$ cat src/hdl/psc_pkg.sv
// Constants for the PHY status, error counter and crossover register bank.
// Assumes a 40 MHz device clock and a 5-bit management register address.
package psc_pkg;

  localparam int unsigned CLK_PERIOD_NS = 25;

  // Management register addresses
  localparam logic [4:0] ADDR_PHY_ADDRESS   = 5'h12;
  localparam logic [4:0] ADDR_FALSE_CARRIER = 5'h13;
  localparam logic [4:0] ADDR_DISCONNECT    = 5'h14;
  localparam logic [4:0] ADDR_ERROR_FRAME   = 5'h15;
  localparam logic [4:0] ADDR_SYMBOL_ERROR  = 5'h16;
  localparam logic [4:0] ADDR_PREMATURE_END = 5'h17;
  localparam logic [4:0] ADDR_EOF_ERROR     = 5'h18;
  localparam logic [4:0] ADDR_JABBER        = 5'h19;
  localparam logic [4:0] ADDR_EQUALIZER     = 5'h1a;
  localparam logic [4:0] ADDR_LED_SELECT    = 5'h1b;
  localparam logic [4:0] ADDR_CROSSOVER     = 5'h1c;

  // Counter bank: index i lives at ADDR_FALSE_CARRIER + i
  localparam int unsigned NUM_COUNTERS = 7;
  localparam int unsigned CNT_FALSE_CARRIER = 0;
  localparam int unsigned CNT_DISCONNECT    = 1;
  localparam int unsigned CNT_ERROR_FRAME   = 2;
  localparam int unsigned CNT_SYMBOL_ERROR  = 3;
  localparam int unsigned CNT_PREMATURE_END = 4;
  localparam int unsigned CNT_EOF_ERROR     = 5;
  localparam int unsigned CNT_JABBER        = 6;
  localparam logic [15:0] CNT_MAX           = 16'hffff;

  // Fixed PHY address value
  localparam logic [15:0] PHY_ADDRESS_VALUE = 16'h0001;

  // Reset values
  localparam logic [15:0] EQUALIZER_RESET   = 16'h0000;
  localparam logic [15:0] LED_SELECT_RESET  = 16'h0000;
  localparam logic [7:0]  XOVER_HIGH_RESET  = 8'h00;
  localparam logic [3:0]  RES_TIMER_RESET   = 4'h0;

  // Crossover control field positions
  localparam int unsigned XO_AUTO_EN_BIT  = 7;
  localparam int unsigned XO_MANUAL_BIT   = 6;
  localparam int unsigned XO_STATUS_BIT   = 5;
  localparam int unsigned XO_COMPLETE_BIT = 4;
  localparam int unsigned XO_TIMER_MSB    = 3;
  localparam int unsigned XO_HIGH_LSB     = 8;

  // Symbol errors per counted group
  localparam logic [2:0] SYMBOL_GROUP = 3'h6;

  // Resolution slot time, 80 ms at code 0 up to 105 ms at code 15
  localparam int unsigned SLOT_MIN_NS  = 80_000_000;
  localparam int unsigned SLOT_MAX_NS  = 105_000_000;
  localparam int unsigned SLOT_MIN_CYC = SLOT_MIN_NS / CLK_PERIOD_NS;
  localparam int unsigned SLOT_MAX_CYC = SLOT_MAX_NS / CLK_PERIOD_NS;
  localparam int unsigned TIMER_CODES  = 15;
  localparam int unsigned SLOT_CNT_W   = 24;

  typedef enum logic [2:0] {
    PSC_LED_ACT_LINK  = 3'b000,
    PSC_LED_SPD_COL   = 3'b001,
    PSC_LED_SPD_LINK  = 3'b010,
    PSC_LED_ACT_COL   = 3'b011,
    PSC_LED_OFF_OFF   = 3'b100,
    PSC_LED_OFF_ON    = 3'b101,
    PSC_LED_ON_OFF    = 3'b110,
    PSC_LED_ON_ON     = 3'b111
  } psc_led_mode_e;

  typedef enum logic [1:0] {
    PSC_XO_MANUAL  = 2'b00,
    PSC_XO_SEARCH  = 2'b01,
    PSC_XO_LOCKED  = 2'b10
  } psc_xo_state_e;

endpackage : psc_pkg

$ cat src/hdl/psc_regs.sv
// PHY management registers 18..28: address, error counters, LEDs, crossover.
// Assumes the management controller and event sources share clk.
`timescale 1ns/100ps
`default_nettype none
module psc_regs #(
  parameter int unsigned SLOT_MIN_CYC = psc_pkg::SLOT_MIN_CYC,
  parameter int unsigned SLOT_MAX_CYC = psc_pkg::SLOT_MAX_CYC
) (
  input  wire logic        clk,
  input  wire logic        rst_b,
  // Management register port
  input  wire logic [4:0]  mgmt_addr,
  input  wire logic        mgmt_rd,
  input  wire logic        mgmt_wr,
  input  wire logic [15:0] mgmt_wdata,
  output var  logic [15:0] mgmt_rdata_q,
  output var  logic        mgmt_rvalid_q,
  // Receive and transmit events from the PHY datapath
  input  wire logic        false_carrier_evt,
  input  wire logic        disconnect_evt,
  input  wire logic        rx_frame_active,
  input  wire logic        rx_frame_end,
  input  wire logic        rx_sym_valid,
  input  wire logic        rx_sym_bad,
  input  wire logic        premature_end_evt,
  input  wire logic        eof_err_evt,
  input  wire logic        jabber_evt,
  // Link indications
  input  wire logic        link_up,
  input  wire logic        activity,
  input  wire logic        speed_100,
  input  wire logic        collision,
  // Outputs
  output var  logic        activity_led_out_b_q,
  output var  logic        link_led_out_b_q,
  output var  logic        pair_crossover_q,
  output var  logic [15:0] equalizer_ctrl_q
);

  localparam int unsigned NC = psc_pkg::NUM_COUNTERS;

  logic [15:0]   cnt_q [NC];
  logic [NC-1:0] evt;
  logic [NC-1:0] cnt_rd;
  logic [15:0]   led_sel_q;
  logic [7:0]    xo_high_q;
  logic          xo_auto_q;
  logic          xo_manual_q;
  logic [3:0]    xo_timer_q;
  logic          xo_complete;
  logic [2:0]    sym_run_q;
  logic          frame_err_q;
  logic          sym_err;
  logic          sym_count;
  logic          frame_bad;
  logic          act_d;
  logic          link_d;
  logic [15:0]   rdata_d;

  // Saturating increment shared by all counters
  function automatic logic [15:0] sat_inc(input logic [15:0] v);
    sat_inc = (v == psc_pkg::CNT_MAX) ? v : v + 16'h0001;
  endfunction : sat_inc

  function automatic logic is_counter(input logic [4:0] a);
    is_counter = (a >= psc_pkg::ADDR_FALSE_CARRIER) &&
                 (a <= psc_pkg::ADDR_JABBER);
  endfunction : is_counter

  // Symbol error grouping: the first bad symbol of a run counts, the next
  // five do not; a good symbol or frame end restarts the group.
  assign sym_err   = rx_sym_valid && rx_sym_bad;
  assign sym_count = sym_err && (sym_run_q == 3'h0);

  always_ff @(posedge clk or negedge rst_b) begin
    if (!rst_b) begin
      sym_run_q <= 3'h0;
    end else if (rx_frame_end || !rx_frame_active) begin
      sym_run_q <= 3'h0;
    end else if (rx_sym_valid && !rx_sym_bad) begin
      sym_run_q <= 3'h0;
    end else if (sym_err) begin
      if (sym_run_q == psc_pkg::SYMBOL_GROUP - 3'h1) begin
        sym_run_q <= 3'h0;
      end else begin
        sym_run_q <= sym_run_q + 3'h1;
      end
    end
  end

  // Errors seen during a frame are folded into one event at its end
  assign frame_bad = frame_err_q || sym_err || premature_end_evt;

  always_ff @(posedge clk or negedge rst_b) begin
    if (!rst_b) begin
      frame_err_q <= 1'b0;
    end else if (rx_frame_end) begin
      frame_err_q <= 1'b0;
    end else if (rx_frame_active && (sym_err || premature_end_evt)) begin
      frame_err_q <= 1'b1;
    end
  end

  always_comb begin
    evt = '0;
    evt[psc_pkg::CNT_FALSE_CARRIER] = false_carrier_evt;
    evt[psc_pkg::CNT_DISCONNECT]    = disconnect_evt;
    evt[psc_pkg::CNT_ERROR_FRAME]   = rx_frame_end && frame_bad;
    evt[psc_pkg::CNT_SYMBOL_ERROR]  = sym_count;
    evt[psc_pkg::CNT_PREMATURE_END] = premature_end_evt;
    evt[psc_pkg::CNT_EOF_ERROR]     = eof_err_evt;
    evt[psc_pkg::CNT_JABBER]        = jabber_evt;
  end

  always_comb begin
    cnt_rd = '0;
    if (mgmt_rd && is_counter(mgmt_addr)) begin
      cnt_rd[3'(mgmt_addr - psc_pkg::ADDR_FALSE_CARRIER)] = 1'b1;
    end
  end

  // A read clears the counter, but an event in the same cycle survives
  always_ff @(posedge clk or negedge rst_b) begin
    if (!rst_b) begin
      for (int i = 0; i < NC; i++) begin
        cnt_q[i] <= '0;
      end
    end else begin
      for (int i = 0; i < NC; i++) begin
        if (cnt_rd[i]) begin
          cnt_q[i] <= {15'h0000, evt[i]};
        end else if (evt[i]) begin
          cnt_q[i] <= sat_inc(cnt_q[i]);
        end
      end
    end
  end

  // Writable registers; counter and address registers ignore writes
  always_ff @(posedge clk or negedge rst_b) begin
    if (!rst_b) begin
      equalizer_ctrl_q <= psc_pkg::EQUALIZER_RESET;
    end else if (mgmt_wr && mgmt_addr == psc_pkg::ADDR_EQUALIZER) begin
      equalizer_ctrl_q <= mgmt_wdata;
    end
  end

  always_ff @(posedge clk or negedge rst_b) begin
    if (!rst_b) begin
      led_sel_q <= psc_pkg::LED_SELECT_RESET;
    end else if (mgmt_wr && mgmt_addr == psc_pkg::ADDR_LED_SELECT) begin
      led_sel_q <= mgmt_wdata;
    end
  end

  always_ff @(posedge clk or negedge rst_b) begin
    if (!rst_b) begin
      xo_high_q   <= psc_pkg::XOVER_HIGH_RESET;
      xo_auto_q   <= 1'b0;
      xo_manual_q <= 1'b0;
      xo_timer_q  <= psc_pkg::RES_TIMER_RESET;
    end else if (mgmt_wr && mgmt_addr == psc_pkg::ADDR_CROSSOVER) begin
      xo_high_q   <= mgmt_wdata[15:psc_pkg::XO_HIGH_LSB];
      xo_auto_q   <= mgmt_wdata[psc_pkg::XO_AUTO_EN_BIT];
      xo_manual_q <= mgmt_wdata[psc_pkg::XO_MANUAL_BIT];
      xo_timer_q  <= mgmt_wdata[psc_pkg::XO_TIMER_MSB:0];
    end
  end

  psc_xover #(
    .SLOT_MIN_CYC (SLOT_MIN_CYC),
    .SLOT_MAX_CYC (SLOT_MAX_CYC)
  ) u_xover (
    .clk          (clk),
    .rst_b        (rst_b),
    .auto_en      (xo_auto_q),
    .manual_xover (xo_manual_q),
    .timer_code   (xo_timer_q),
    .link_up      (link_up),
    .crossover_q  (pair_crossover_q),
    .complete_q   (xo_complete)
  );

  // LED routing; indications are active high, the pins active low
  always_comb begin
    case (psc_pkg::psc_led_mode_e'(led_sel_q[2:0]))
      psc_pkg::PSC_LED_ACT_LINK: begin
        act_d  = activity;
        link_d = link_up;
      end
      psc_pkg::PSC_LED_SPD_COL: begin
        act_d  = speed_100;
        link_d = collision;
      end
      psc_pkg::PSC_LED_SPD_LINK: begin
        act_d  = speed_100;
        link_d = link_up;
      end
      psc_pkg::PSC_LED_ACT_COL: begin
        act_d  = activity;
        link_d = collision;
      end
      psc_pkg::PSC_LED_OFF_OFF: begin
        act_d  = 1'b0;
        link_d = 1'b0;
      end
      psc_pkg::PSC_LED_OFF_ON: begin
        act_d  = 1'b0;
        link_d = 1'b1;
      end
      psc_pkg::PSC_LED_ON_OFF: begin
        act_d  = 1'b1;
        link_d = 1'b0;
      end
      psc_pkg::PSC_LED_ON_ON: begin
        act_d  = 1'b1;
        link_d = 1'b1;
      end
      default: begin
        act_d  = 1'b0;
        link_d = 1'b0;
      end
    endcase
  end

  always_ff @(posedge clk or negedge rst_b) begin
    if (!rst_b) begin
      activity_led_out_b_q <= 1'b1;
      link_led_out_b_q     <= 1'b1;
    end else begin
      activity_led_out_b_q <= ~act_d;
      link_led_out_b_q     <= ~link_d;
    end
  end

  // Read mux; addresses outside 18..28 belong elsewhere and read zero
  always_comb begin
    rdata_d = 16'h0000;
    if (is_counter(mgmt_addr)) begin
      rdata_d = cnt_q[3'(mgmt_addr - psc_pkg::ADDR_FALSE_CARRIER)];
    end else begin
      case (mgmt_addr)
        psc_pkg::ADDR_PHY_ADDRESS: rdata_d = psc_pkg::PHY_ADDRESS_VALUE;
        psc_pkg::ADDR_EQUALIZER:   rdata_d = equalizer_ctrl_q;
        psc_pkg::ADDR_LED_SELECT:  rdata_d = led_sel_q;
        psc_pkg::ADDR_CROSSOVER: begin
          rdata_d = {xo_high_q, xo_auto_q, xo_manual_q,
                     pair_crossover_q, xo_complete, xo_timer_q};
        end
        default: rdata_d = 16'h0000;
      endcase
    end
  end

  always_ff @(posedge clk or negedge rst_b) begin
    if (!rst_b) begin
      mgmt_rdata_q  <= 16'h0000;
      mgmt_rvalid_q <= 1'b0;
    end else begin
      mgmt_rvalid_q <= mgmt_rd;
      if (mgmt_rd) begin
        mgmt_rdata_q <= rdata_d;
      end
    end
  end

endmodule : psc_regs
`default_nettype wire

$ cat src/hdl/psc_xover.sv
// Automatic MDI/MDI-X crossover resolver.
// Assumes link_up comes from PHY logic on the same clock.
`timescale 1ns/100ps
`default_nettype none
module psc_xover #(
  parameter int unsigned SLOT_MIN_CYC = psc_pkg::SLOT_MIN_CYC,
  parameter int unsigned SLOT_MAX_CYC = psc_pkg::SLOT_MAX_CYC
) (
  input  wire logic       clk,
  input  wire logic       rst_b,
  input  wire logic       auto_en,
  input  wire logic       manual_xover,
  input  wire logic [3:0] timer_code,
  input  wire logic       link_up,
  output var  logic       crossover_q,
  output var  logic       complete_q
);

  localparam int unsigned W = psc_pkg::SLOT_CNT_W;

  psc_pkg::psc_xo_state_e state_q;
  logic [W-1:0]           slot_cnt_q;
  logic [W-1:0]           slot_last;

  // Linear between the two end codes; the divide is constant per code
  function automatic logic [W-1:0] slot_len(input logic [3:0] code);
    int unsigned span;
    span = (SLOT_MAX_CYC - SLOT_MIN_CYC) * code;
    slot_len = W'(SLOT_MIN_CYC + span / psc_pkg::TIMER_CODES);
  endfunction : slot_len

  assign slot_last = slot_len(timer_code) - W'(1);

  always_ff @(posedge clk or negedge rst_b) begin
    if (!rst_b) begin
      state_q <= psc_pkg::PSC_XO_MANUAL;
    end else if (!auto_en) begin
      state_q <= psc_pkg::PSC_XO_MANUAL;
    end else if (link_up) begin
      state_q <= psc_pkg::PSC_XO_LOCKED;
    end else begin
      state_q <= psc_pkg::PSC_XO_SEARCH;
    end
  end

  always_ff @(posedge clk or negedge rst_b) begin
    if (!rst_b) begin
      slot_cnt_q <= '0;
    end else if (state_q != psc_pkg::PSC_XO_SEARCH || slot_cnt_q >= slot_last) begin
      slot_cnt_q <= '0;
    end else begin
      slot_cnt_q <= slot_cnt_q + W'(1);
    end
  end

  always_ff @(posedge clk or negedge rst_b) begin
    if (!rst_b) begin
      crossover_q <= 1'b0;
      complete_q  <= 1'b1;
    end else begin
      case (state_q)
        psc_pkg::PSC_XO_MANUAL: begin
          crossover_q <= manual_xover;
          complete_q  <= 1'b1;
        end
        psc_pkg::PSC_XO_SEARCH: begin
          // Hop only after a full slot so the partner can settle
          if (slot_cnt_q >= slot_last) begin
            crossover_q <= ~crossover_q;
          end
          complete_q <= 1'b0;
        end
        psc_pkg::PSC_XO_LOCKED: begin
          complete_q <= 1'b1;
        end
        default: begin
          complete_q <= 1'b1;
        end
      endcase
    end
  end

endmodule : psc_xover
`default_nettype wire

$ cat config.mk
export PLATFORM = sky130hd
export DESIGN_NAME = psc_regs
export DESIGN_NICKNAME = d
export VERILOG_FILES = /design/src/hdl/psc_pkg.sv /design/src/hdl/psc_regs.sv /design/src/hdl/psc_xover.sv
export SDC_FILE = /design/constraint.sdc
export NUM_CORES = 1
export LEC_CHECK = 0
export ABC_AREA = 1
export BUFFER_PORTS_ARGS = -buffer_cell sky130_fd_sc_hd__buf_4
export CORE_MARGIN = 2
export CORE_UTILIZATION = 30
export DETAILED_ROUTE_END_ITERATION = 6
export GPL_TIMING_DRIVEN = 0
export PLACE_DENSITY = 0.47
export SLEW_MARGIN = 20
export SYNTH_ARGS = -nofsm -noshare
export SYNTH_HDL_FRONTEND = slang
export SYNTH_HIERARCHICAL = 1
export SYNTH_SLANG_ARGS = --single-unit
$ cat constraint.sdc
create_clock -name clk -period 15.3 [get_ports clk]
set_input_delay 1.53 -clock clk [delete_from_list [all_inputs] [get_ports clk]]
set_output_delay 1.53 -clock clk [all_outputs]
set_load 0.05 [all_outputs]
==> results of run 1 <==
[worst max path at each step]
| stage | endpoint | startpoint | slack (ps) |
|---|---|---|---|
| after floorplan | u_xover/slot_cnt_q[14]$_DFF_PN0_ | xo_timer_q[1]$_DFFE_PN0P_ | -840 |
| after global placement | u_xover/slot_cnt_q[21]$_DFF_PN0_ | xo_timer_q[0]$_DFFE_PN0P_ | -4260 |
| after detailed placement | u_xover/slot_cnt_q[21]$_DFF_PN0_ | xo_timer_q[0]$_DFFE_PN0P_ | -4190 |
| after CTS | u_xover/slot_cnt_q[10]$_DFF_PN0_ | xo_timer_q[1]$_DFFE_PN0P_ | -1450 |
| after global routing | u_xover/slot_cnt_q[10]$_DFF_PN0_ | xo_timer_q[1]$_DFFE_PN0P_ | -2510 |
| final | u_xover/slot_cnt_q[15]$_DFF_PN0_ | xo_timer_q[1]$_DFFE_PN0P_ | -1460 |
[final cells by class]
cell class	instances	area share, %
clock buffers	34	2.69
clock inverters	14	0.862
flip-flops and latches	209	19.5
inverters	405	5.86
multi-input cells	2596	57.3
repair buffers	247	7.58
plain buffers	68	1.81
well taps	940	4.38
[state kept, by name, summed over array words and instances (netlist names), 2 cells and up]
register,flops
led_sel_q,16
mgmt_rdata_q,16
sym_run_q,3
cnt_q,112
xo_high_q,8
xo_timer_q,4
u_xover/state_q,2
u_xover/slot_cnt_q,24
equalizer_ctrl_q,16
[through the flow]
stage | util (%) | cells | hold WS, ps | setup WS (ps)
2_1_floorplan | - | 3275 | 408 | -835
3_3_place_gp | 33.4 | 4287 | 460 | -4260
3_5_place_dp | 33.4 | 4289 | 447 | -4190
4_1_cts | 37.4 | 4472 | 462 | -1450
5_1_grt | 38.2 | 4513 | 488 | -2510
6_report | 38.2 | 4513 | 460 | -1460
[timing repair]
item / CTS / global route
pin swaps: 125 / 114
resized for setup: 144 / 80
endpoints found under the setup margin: 25 / 25
buffers inserted: 129 / 42
gates cloned: 6 / 0
[per-layer routing]
| layer | global-route usage (%) | share of wire [%] |
|---|---|---|
| met1 | 27.1 | 50 |
| met2 | 30.0 | 45 |
| met3 | 1.65 | 3.5 |
| met4 | 3.65 | 1.7 |
| met5 | 0 | 0.017 |
[cell families after synthesis]
| group | after synthesis | share of synthesized area, % |
|---|---|---|
| compound gates | 283 | 7.67 |
| xor+xnor | 90 | 3.69 |
| fa+ha+maj | 70 | 4.28 |
| buf+inv | 473 | 9.24 |
| flops | 209 | 24.5 |
| simple gates | 2150 | 50.6 |
[cell usage after synthesis, drive strengths merged, types with 10 or more instances]
library cell / instances
a21oi: 63
buf: 45
clkbuf: 23
dfrtp: 206
ha: 65
inv: 397
nand2: 1149
nand3: 392
nand3b: 38
nand4: 95
nor2: 429
nor3: 28
nor3b: 10
o211ai: 10
o21ai: 165
o21bai: 16
xor2: 82
==> impl_summary.txt, run 1 <==
----------------------------------------------------
[Die]
  DIE AREA ... 0.0734 mm2
  Row Count ... 97
  Die Ht ... 271 um
  Width of the die ... 271 um
  Number of top-level design ports ... 74
  Initial cell density of the core ... 30.4%
  Core Box Area ... 0.0703 mm2

[Placement]
  Count of port buffers added during placement ... 72
  Detailed placer's ending HPWL ... 52,900 um
  Placed instance area ... 0.0235 mm2
  Weighted congestion reported at the end of routability-driven placement ... 0.856

[Layout]
  Synthesis-to-finish area growth ... 25.7%
  Sequential cell area in the final layout ... 0.00524 mm2
  Post-layout nets ... 3,661
  Filler Cell Count ... 7,665
  Most common cell after layout, fill and taps aside ... sky130_fd_sc_hd__nand2_1
  Final design area excluding fillers ... 0.0269 mm2
  Multi-input gate area ... 0.0154 mm2
  Top library cells by usage in the layout, fill and taps aside ... 933 x sky130_fd_sc_hd__nand2_1, 349 x sky130_fd_sc_hd__inv_1, 334 x sky130_fd_sc_hd__nor2_1
  Diodes inserted ... 0
  Layout cell share with drive strength beyond 1 ... 24.7%

[Synth]
  Fraction of registers with async set or reset after synthesis ... 100%
  Sequential-to-total area share from yosys stat ... 24.5%
  Cell accounting for the most synthesized area ... sky130_fd_sc_hd__dfrtp_1
  Average size of a mapped cell ... 6.52 um2
  Top post-synthesis cells by area ... sky130_fd_sc_hd__dfrtp_1 24%, sky130_fd_sc_hd__nand2_1 17%, sky130_fd_sc_hd__nand3_1 7.4%
  Summed instance area of the synthesized netlist ... 0.0214 mm2
  Synth Warn # ... 6
  Gate count of the mapped netlist ... 3,275
  Leading register cell type out of synthesis ... sky130_fd_sc_hd__dfrtp_1
  Post-synth cell types ... 70
  EDFF count, synth ... 0
  Area share of the largest cell type after synthesis ... 24.1%
  Total nets after synthesis ... 3,383
  Number of flip-flops and latches in the synthesized netlist ... 209

[Clock network]
  CTS H-Tree Depth ... 1
  CTS buffer count ... 26
  Root buf cell ... sky130_fd_sc_hd__clkbuf_16
  CTS tree ... built
  Clock Latency Late Sink ... 560 ps
  Number of clock sinks ... 209
  Max Root-Sink Buffers ... 3
  Hold buffer count at CTS ... 0
  Register clock-pin slew on the reported worst setup and hold paths ... 70 ps

[Min path]
  Min-delay src ... u_xover/state_q[0]$_DFF_PN0_
  Worst-case hold path end point ... u_xover/complete_q$_DFF_PN1_
  Type of the most critical hold path ... flip-flop to flip-flop
  Instance count along the most critical hold path ... 1

[Timing]
  FMAX ... 59.7 MHz
  Setup clock skew after layout ... 23.4 ps
  Number of max-slew violations in the final report ... 0
  Period minus WS final ... 16,760 ps
  Post-route setup slack ... -1460 ps
  Setup TNS Final ... -35,430 ps
  Transition time of the tightest slew-check pin ... 682 ps
  Hold violation count in the final report ... 0
  Setup repair after global routing missed its margin ... true
  Number of failing setup endpoints in the final timing report ... 25
  Final period utilization ... 110%
  Headroom to the max-slew limit ... 54.4%

[Drt]
  Count of unresolved DRC violations after routing ... 0
  Residual antenna-violating net count after detailed routing ... 0
  Violation count after the first detailed-routing iteration ... 1,133
  Routed wire length per instance ... 15.3 um
  Via Count ... 21,500
  Wire length reported by the detailed router ... 68,900 um
  TritonRoute pass-1 iters ... 5
  Routed vias/inst ... 4.77

[Outcome]
  Result of the run ... complete, but fails checks
  Violations in the final reports ... negative setup slack

[Global routing]
  Number of antenna violations at the first check in global routing ... 1
  Global route overflow ... 0
  Largest net degree at the start of global routing ... 87
  Via count of the first global-routing pass ... 21,000
  Total Routing Usage GR ... 18.6%
  Wire length of the first global-routing pass ... 113,000 um

[Setup path]
  CP Launch Type ... flip-flop
  Reg2reg path depth ... 138
  RR Endpoint ... u_xover/slot_cnt_q[15]$_DFF_PN0_
  Critical path's largest stage delay ... 550 ps
  Buffer and inverter count on the worst path ... 20
  Worst-path maximum fanout ... 7
  Reg-to-reg startpoint ... xo_timer_q[1]$_DFFE_PN0P_
  Cell type of the slowest stage on the worst timing path ... sky130_fd_sc_hd__fa_1
  Path length in cells of the critical path ... 138
  Family of cells with the greatest summed delay on the critical path ... simple AND/OR/NAND/NOR gates
  Most frequent cell on the critical path ... sky130_fd_sc_hd__nand2_4
  WP data arrival ... 17,230 ps
  Required time reported for the critical path endpoint ... 15,760 ps
  Type of destination of the critical path ... flip-flop
  Worst setup slack for register-to-register paths ... -1460 ps
  Critical Setup Path Class ... flip-flop to flip-flop

[Flow run]
  Max-cap violation count ... 0

----------------------------------------------------
Power of run 1 is left out: the tool's default activity adds up to more than one toggle a clock period on the data nets, which glitch-free logic cannot reach.
==> run 2: changes to the inputs <==
- PLACE_DENSITY: 0.47 -> 0.45
- clock period: 15.3 -> 20.4 ns (I/O delays scaled with it)
==> run 2 against run 1 <==
  * The run now ends clean
  * Worst hold slack better by 24 ps
  * First-iteration DRC count is 1.1% higher
  * Global-route usage is 0.36 points lower
  * Sequential cell count stayed put
  * Largest cell class unchanged
  * Highest routed layer unchanged
==> impl_summary.txt, run 2 (synthesized netlist as in run 1, its figures left out) <==
----------------------------------------------------
[Die]
  Width of the die ... 271 um (unchanged)
  Die Ht ... 271 um (unchanged)
  Number of top-level design ports ... 74 (unchanged)
  DIE AREA ... 0.0734 mm2 (unchanged)
  Row Count ... 97 (unchanged)
  Initial cell density of the core ... 30.4% (unchanged)
  Core Box Area ... 0.0703 mm2 (unchanged)

[Drt]
  Violation count after the first detailed-routing iteration ... 1,145 (was 1,133)
  Routed vias/inst ... 4.73 (was 4.77)
  Routed wire length per instance ... 15.5 um (was 15.3 um)
  Residual antenna-violating net count after detailed routing ... 0 (unchanged)
  TritonRoute pass-1 iters ... 5 (unchanged)
  Wire length reported by the detailed router ... 67,800 um (was 68,900 um)
  Count of unresolved DRC violations after routing ... 0 (unchanged)
  Via Count ... 20,700 (was 21,500)

[Min path]
  Min-delay src ... led_sel_q[9]$_DFFE_PN0P_ (was u_xover/state_q[0]$_DFF_PN0_)
  Type of the most critical hold path ... flip-flop to flip-flop (unchanged)

[Timing]
  Final period utilization ... 92.1% (was 110%)
  Hold violation count in the final report ... 0 (unchanged)
  Final Hold Slack ... 484 ps (was 460 ps)
  Period minus WS final ... 18,780 ps (was 16,760 ps)
  Number of max-slew violations in the final report ... 0 (unchanged)
  Transition time of the tightest slew-check pin ... 843 ps (was 682 ps)
  FMAX ... 53.2 MHz (was 59.7 MHz)
  Number of failing setup endpoints in the final timing report ... 0 (was 25)
  Setup TNS Final ... 0 ps (was -35,430 ps)
  Setup clock skew after layout ... 14.3 ps (was 23.4 ps)
  Headroom to the max-slew limit ... 43.6% (was 54.4%)

[Clock network]
  Number of clock sinks ... 209 (unchanged)
  Max Root-Sink Buffers ... 3 (unchanged)
  Clock Latency Late Sink ... 580 ps (was 560 ps)
  CTS H-Tree Depth ... 1 (unchanged)
  Root buf cell ... sky130_fd_sc_hd__clkbuf_16 (unchanged)
  CTS tree ... built (unchanged)
  CTS buffer count ... 28 (was 26)
  Register clock-pin slew on the reported worst setup and hold paths ... 70 ps (about the same)

[Layout]
  Most common cell after layout, fill and taps aside ... sky130_fd_sc_hd__nand2_1 (unchanged)
  Layout cell share with drive strength beyond 1 ... 18.2% (was 24.7%)
  Register with the most flip-flops ... cnt_q (unchanged)
  Top library cells by usage in the layout, fill and taps aside ... 984 x sky130_fd_sc_hd__nand2_1, 363 x sky130_fd_sc_hd__inv_1, 344 x sky130_fd_sc_hd__nor2_1 (was 933 x sky130_fd_sc_hd__nand2_1, 349 x sky130_fd_sc_hd__inv_1, 334 x sky130_fd_sc_hd__nor2_1)
  Filler Cell Count ... 7,722 (was 7,665)
  Largest registers ... cnt_q (112), u_xover/slot_cnt_q (24) (unchanged)
  Post-layout nets ... 3,529 (was 3,661)
  Diodes inserted ... 0 (unchanged)
  Synthesis-to-finish area growth ... 16.4% (was 25.7%)
  Number of flip-flops in the largest register ... 112 (unchanged)

[Setup path]
  Reg2reg path depth ... 139 (was 138)
  Endpoint of the worst setup timing path ... u_xover/slot_cnt_q[2]$_DFF_PN0_ (was u_xover/slot_cnt_q[15]$_DFF_PN0_)
  WP data arrival ... 19,260 ps (was 17,230 ps)
  CP Launch Type ... flip-flop (unchanged)
  Reg-to-reg startpoint ... xo_timer_q[1]$_DFFE_PN0P_ (unchanged)
  Cell type of the slowest stage on the worst timing path ... sky130_fd_sc_hd__fa_1 (unchanged)
  Required time reported for the critical path endpoint ... 20,880 ps (was 15,760 ps)
  RR Endpoint ... u_xover/slot_cnt_q[2]$_DFF_PN0_ (was u_xover/slot_cnt_q[15]$_DFF_PN0_)
  Critical Setup Path Class ... flip-flop to flip-flop (unchanged)
  Type of destination of the critical path ... flip-flop (unchanged)
  Worst-path maximum fanout ... 10 (was 7)
  Crit. Startpoint ... xo_timer_q[1]$_DFFE_PN0P_ (unchanged)
  Critical path's largest stage delay ... 580 ps (was 550 ps)
  Worst setup slack for register-to-register paths ... 1620 ps (was -1460 ps)

[Global routing]
  Total Routing Usage GR ... 18.3% (was 18.6%)
  Via count of the first global-routing pass ... 19,800 (was 21,000)
  Wire length of the first global-routing pass ... 109,000 um (was 113,000 um)
  Number of antenna violations at the first check in global routing ... 1 (unchanged)
  Global route overflow ... 0 (unchanged)
  Largest net degree at the start of global routing ... 89 (was 87)

[Flow run]
  Max-cap violation count ... 0 (unchanged)

[Placement]
  Count of port buffers added during placement ... 72 (unchanged)
  Weighted congestion reported at the end of routability-driven placement ... 0.863 (was 0.856)
  Detailed placer's ending HPWL ... 53,800 um (was 52,900 um)

[Outcome]
  Result of the run ... finished, final reports clean (was complete, but fails checks)

----------------------------------------------------
==> run 2: changes by cell type in the layout (fill, tap and decap cells not counted), sizes merged <==
| cell | previous run | this run |
|---|---|---|
| clkinvlp | 1 | 2 |
| bufinv | 6 | 7 |
| nand2 | 1151 | 1150 |
| clkbuf | 58 | 61 |
| buf | 291 | 162 |
| nand3 | 393 | 392 |
| clkinv | 15 | 11 |
==> run 2: cell type report <==
cell class	instances	area [um2]	share of cell area, %
multi-input combinational	2594	14400	58.1
clock buffer	40	847	3.41
clock inverter	12	255	1.03
inverter	405	1560	6.26
timing repair buffer	115	908	3.65
sequential	209	5240	21.1
buffer	68	439	1.77
tap	940	1180	4.73
==> run 2: worst max-delay path, delay by kind of cell (launching register included) <==
family,cells,cell delay [ps]
AND/OR/NAND/NOR,93,10700
flip-flops,1,530
AO/OA/AOI/OAI,10,1570
XOR/XNOR,1,200
adder cells (fa/ha/maj),11,2920
buffers and inverters,24,2690
==> run 2: worst min-delay path by stage <==
stage / end / cells after the start
after floorplan: u_xover/complete_q$_DFF_PN1_ / 1
after global placement: xo_high_q[1]$_DFFE_PN0P_ / 2
after detailed placement: xo_high_q[3]$_DFFE_PN0P_ / 2
after CTS: xo_high_q[6]$_DFFE_PN0P_ / 2
after global routing: led_sel_q[11]$_DFFE_PN0P_ / 2
final: led_sel_q[9]$_DFFE_PN0P_ / 2
==> run 2: timing repair <==
item | in CTS | in global routing
gates resized for setup | 11 | 61
buffers inserted | 0 | 41
endpoints found under the setup margin | 25 | 25
pin swaps | 0 | 32
cloned | 0 | 1
hold buffers | 0 | 0
==> run 2: through the flow <==
step | instances | setup WS (ps) | area [um2] | util (%)
CTS | 4341 | 7.96 | 24300 | 34.5
floorplan | 3275 | 3700 | 21400 | -
global placement | 4287 | -820 | 23100 | 32.8
finish | 4383 | 1620 | 24900 | 35.4
detailed placement | 4289 | -775 | 23100 | 32.9
global route | 4383 | -34.6 | 24900 | 35.4
==> run 2: routing by layer <==
| metal | GRT usage (%) | up-vias | share of wire (%) |
|---|---|---|---|
| met5 | 0 | - | 0.024 |
| met4 | 4.03 | 2 | 1.9 |
| met3 | 1.79 | 70 | 3.2 |
| met2 | 29.7 | 279 | 45 |
| met1 | 26.1 | 9574 | 50 |
| li1 | - | 10800 | - |
Power of run 2 is left out for the same reason.
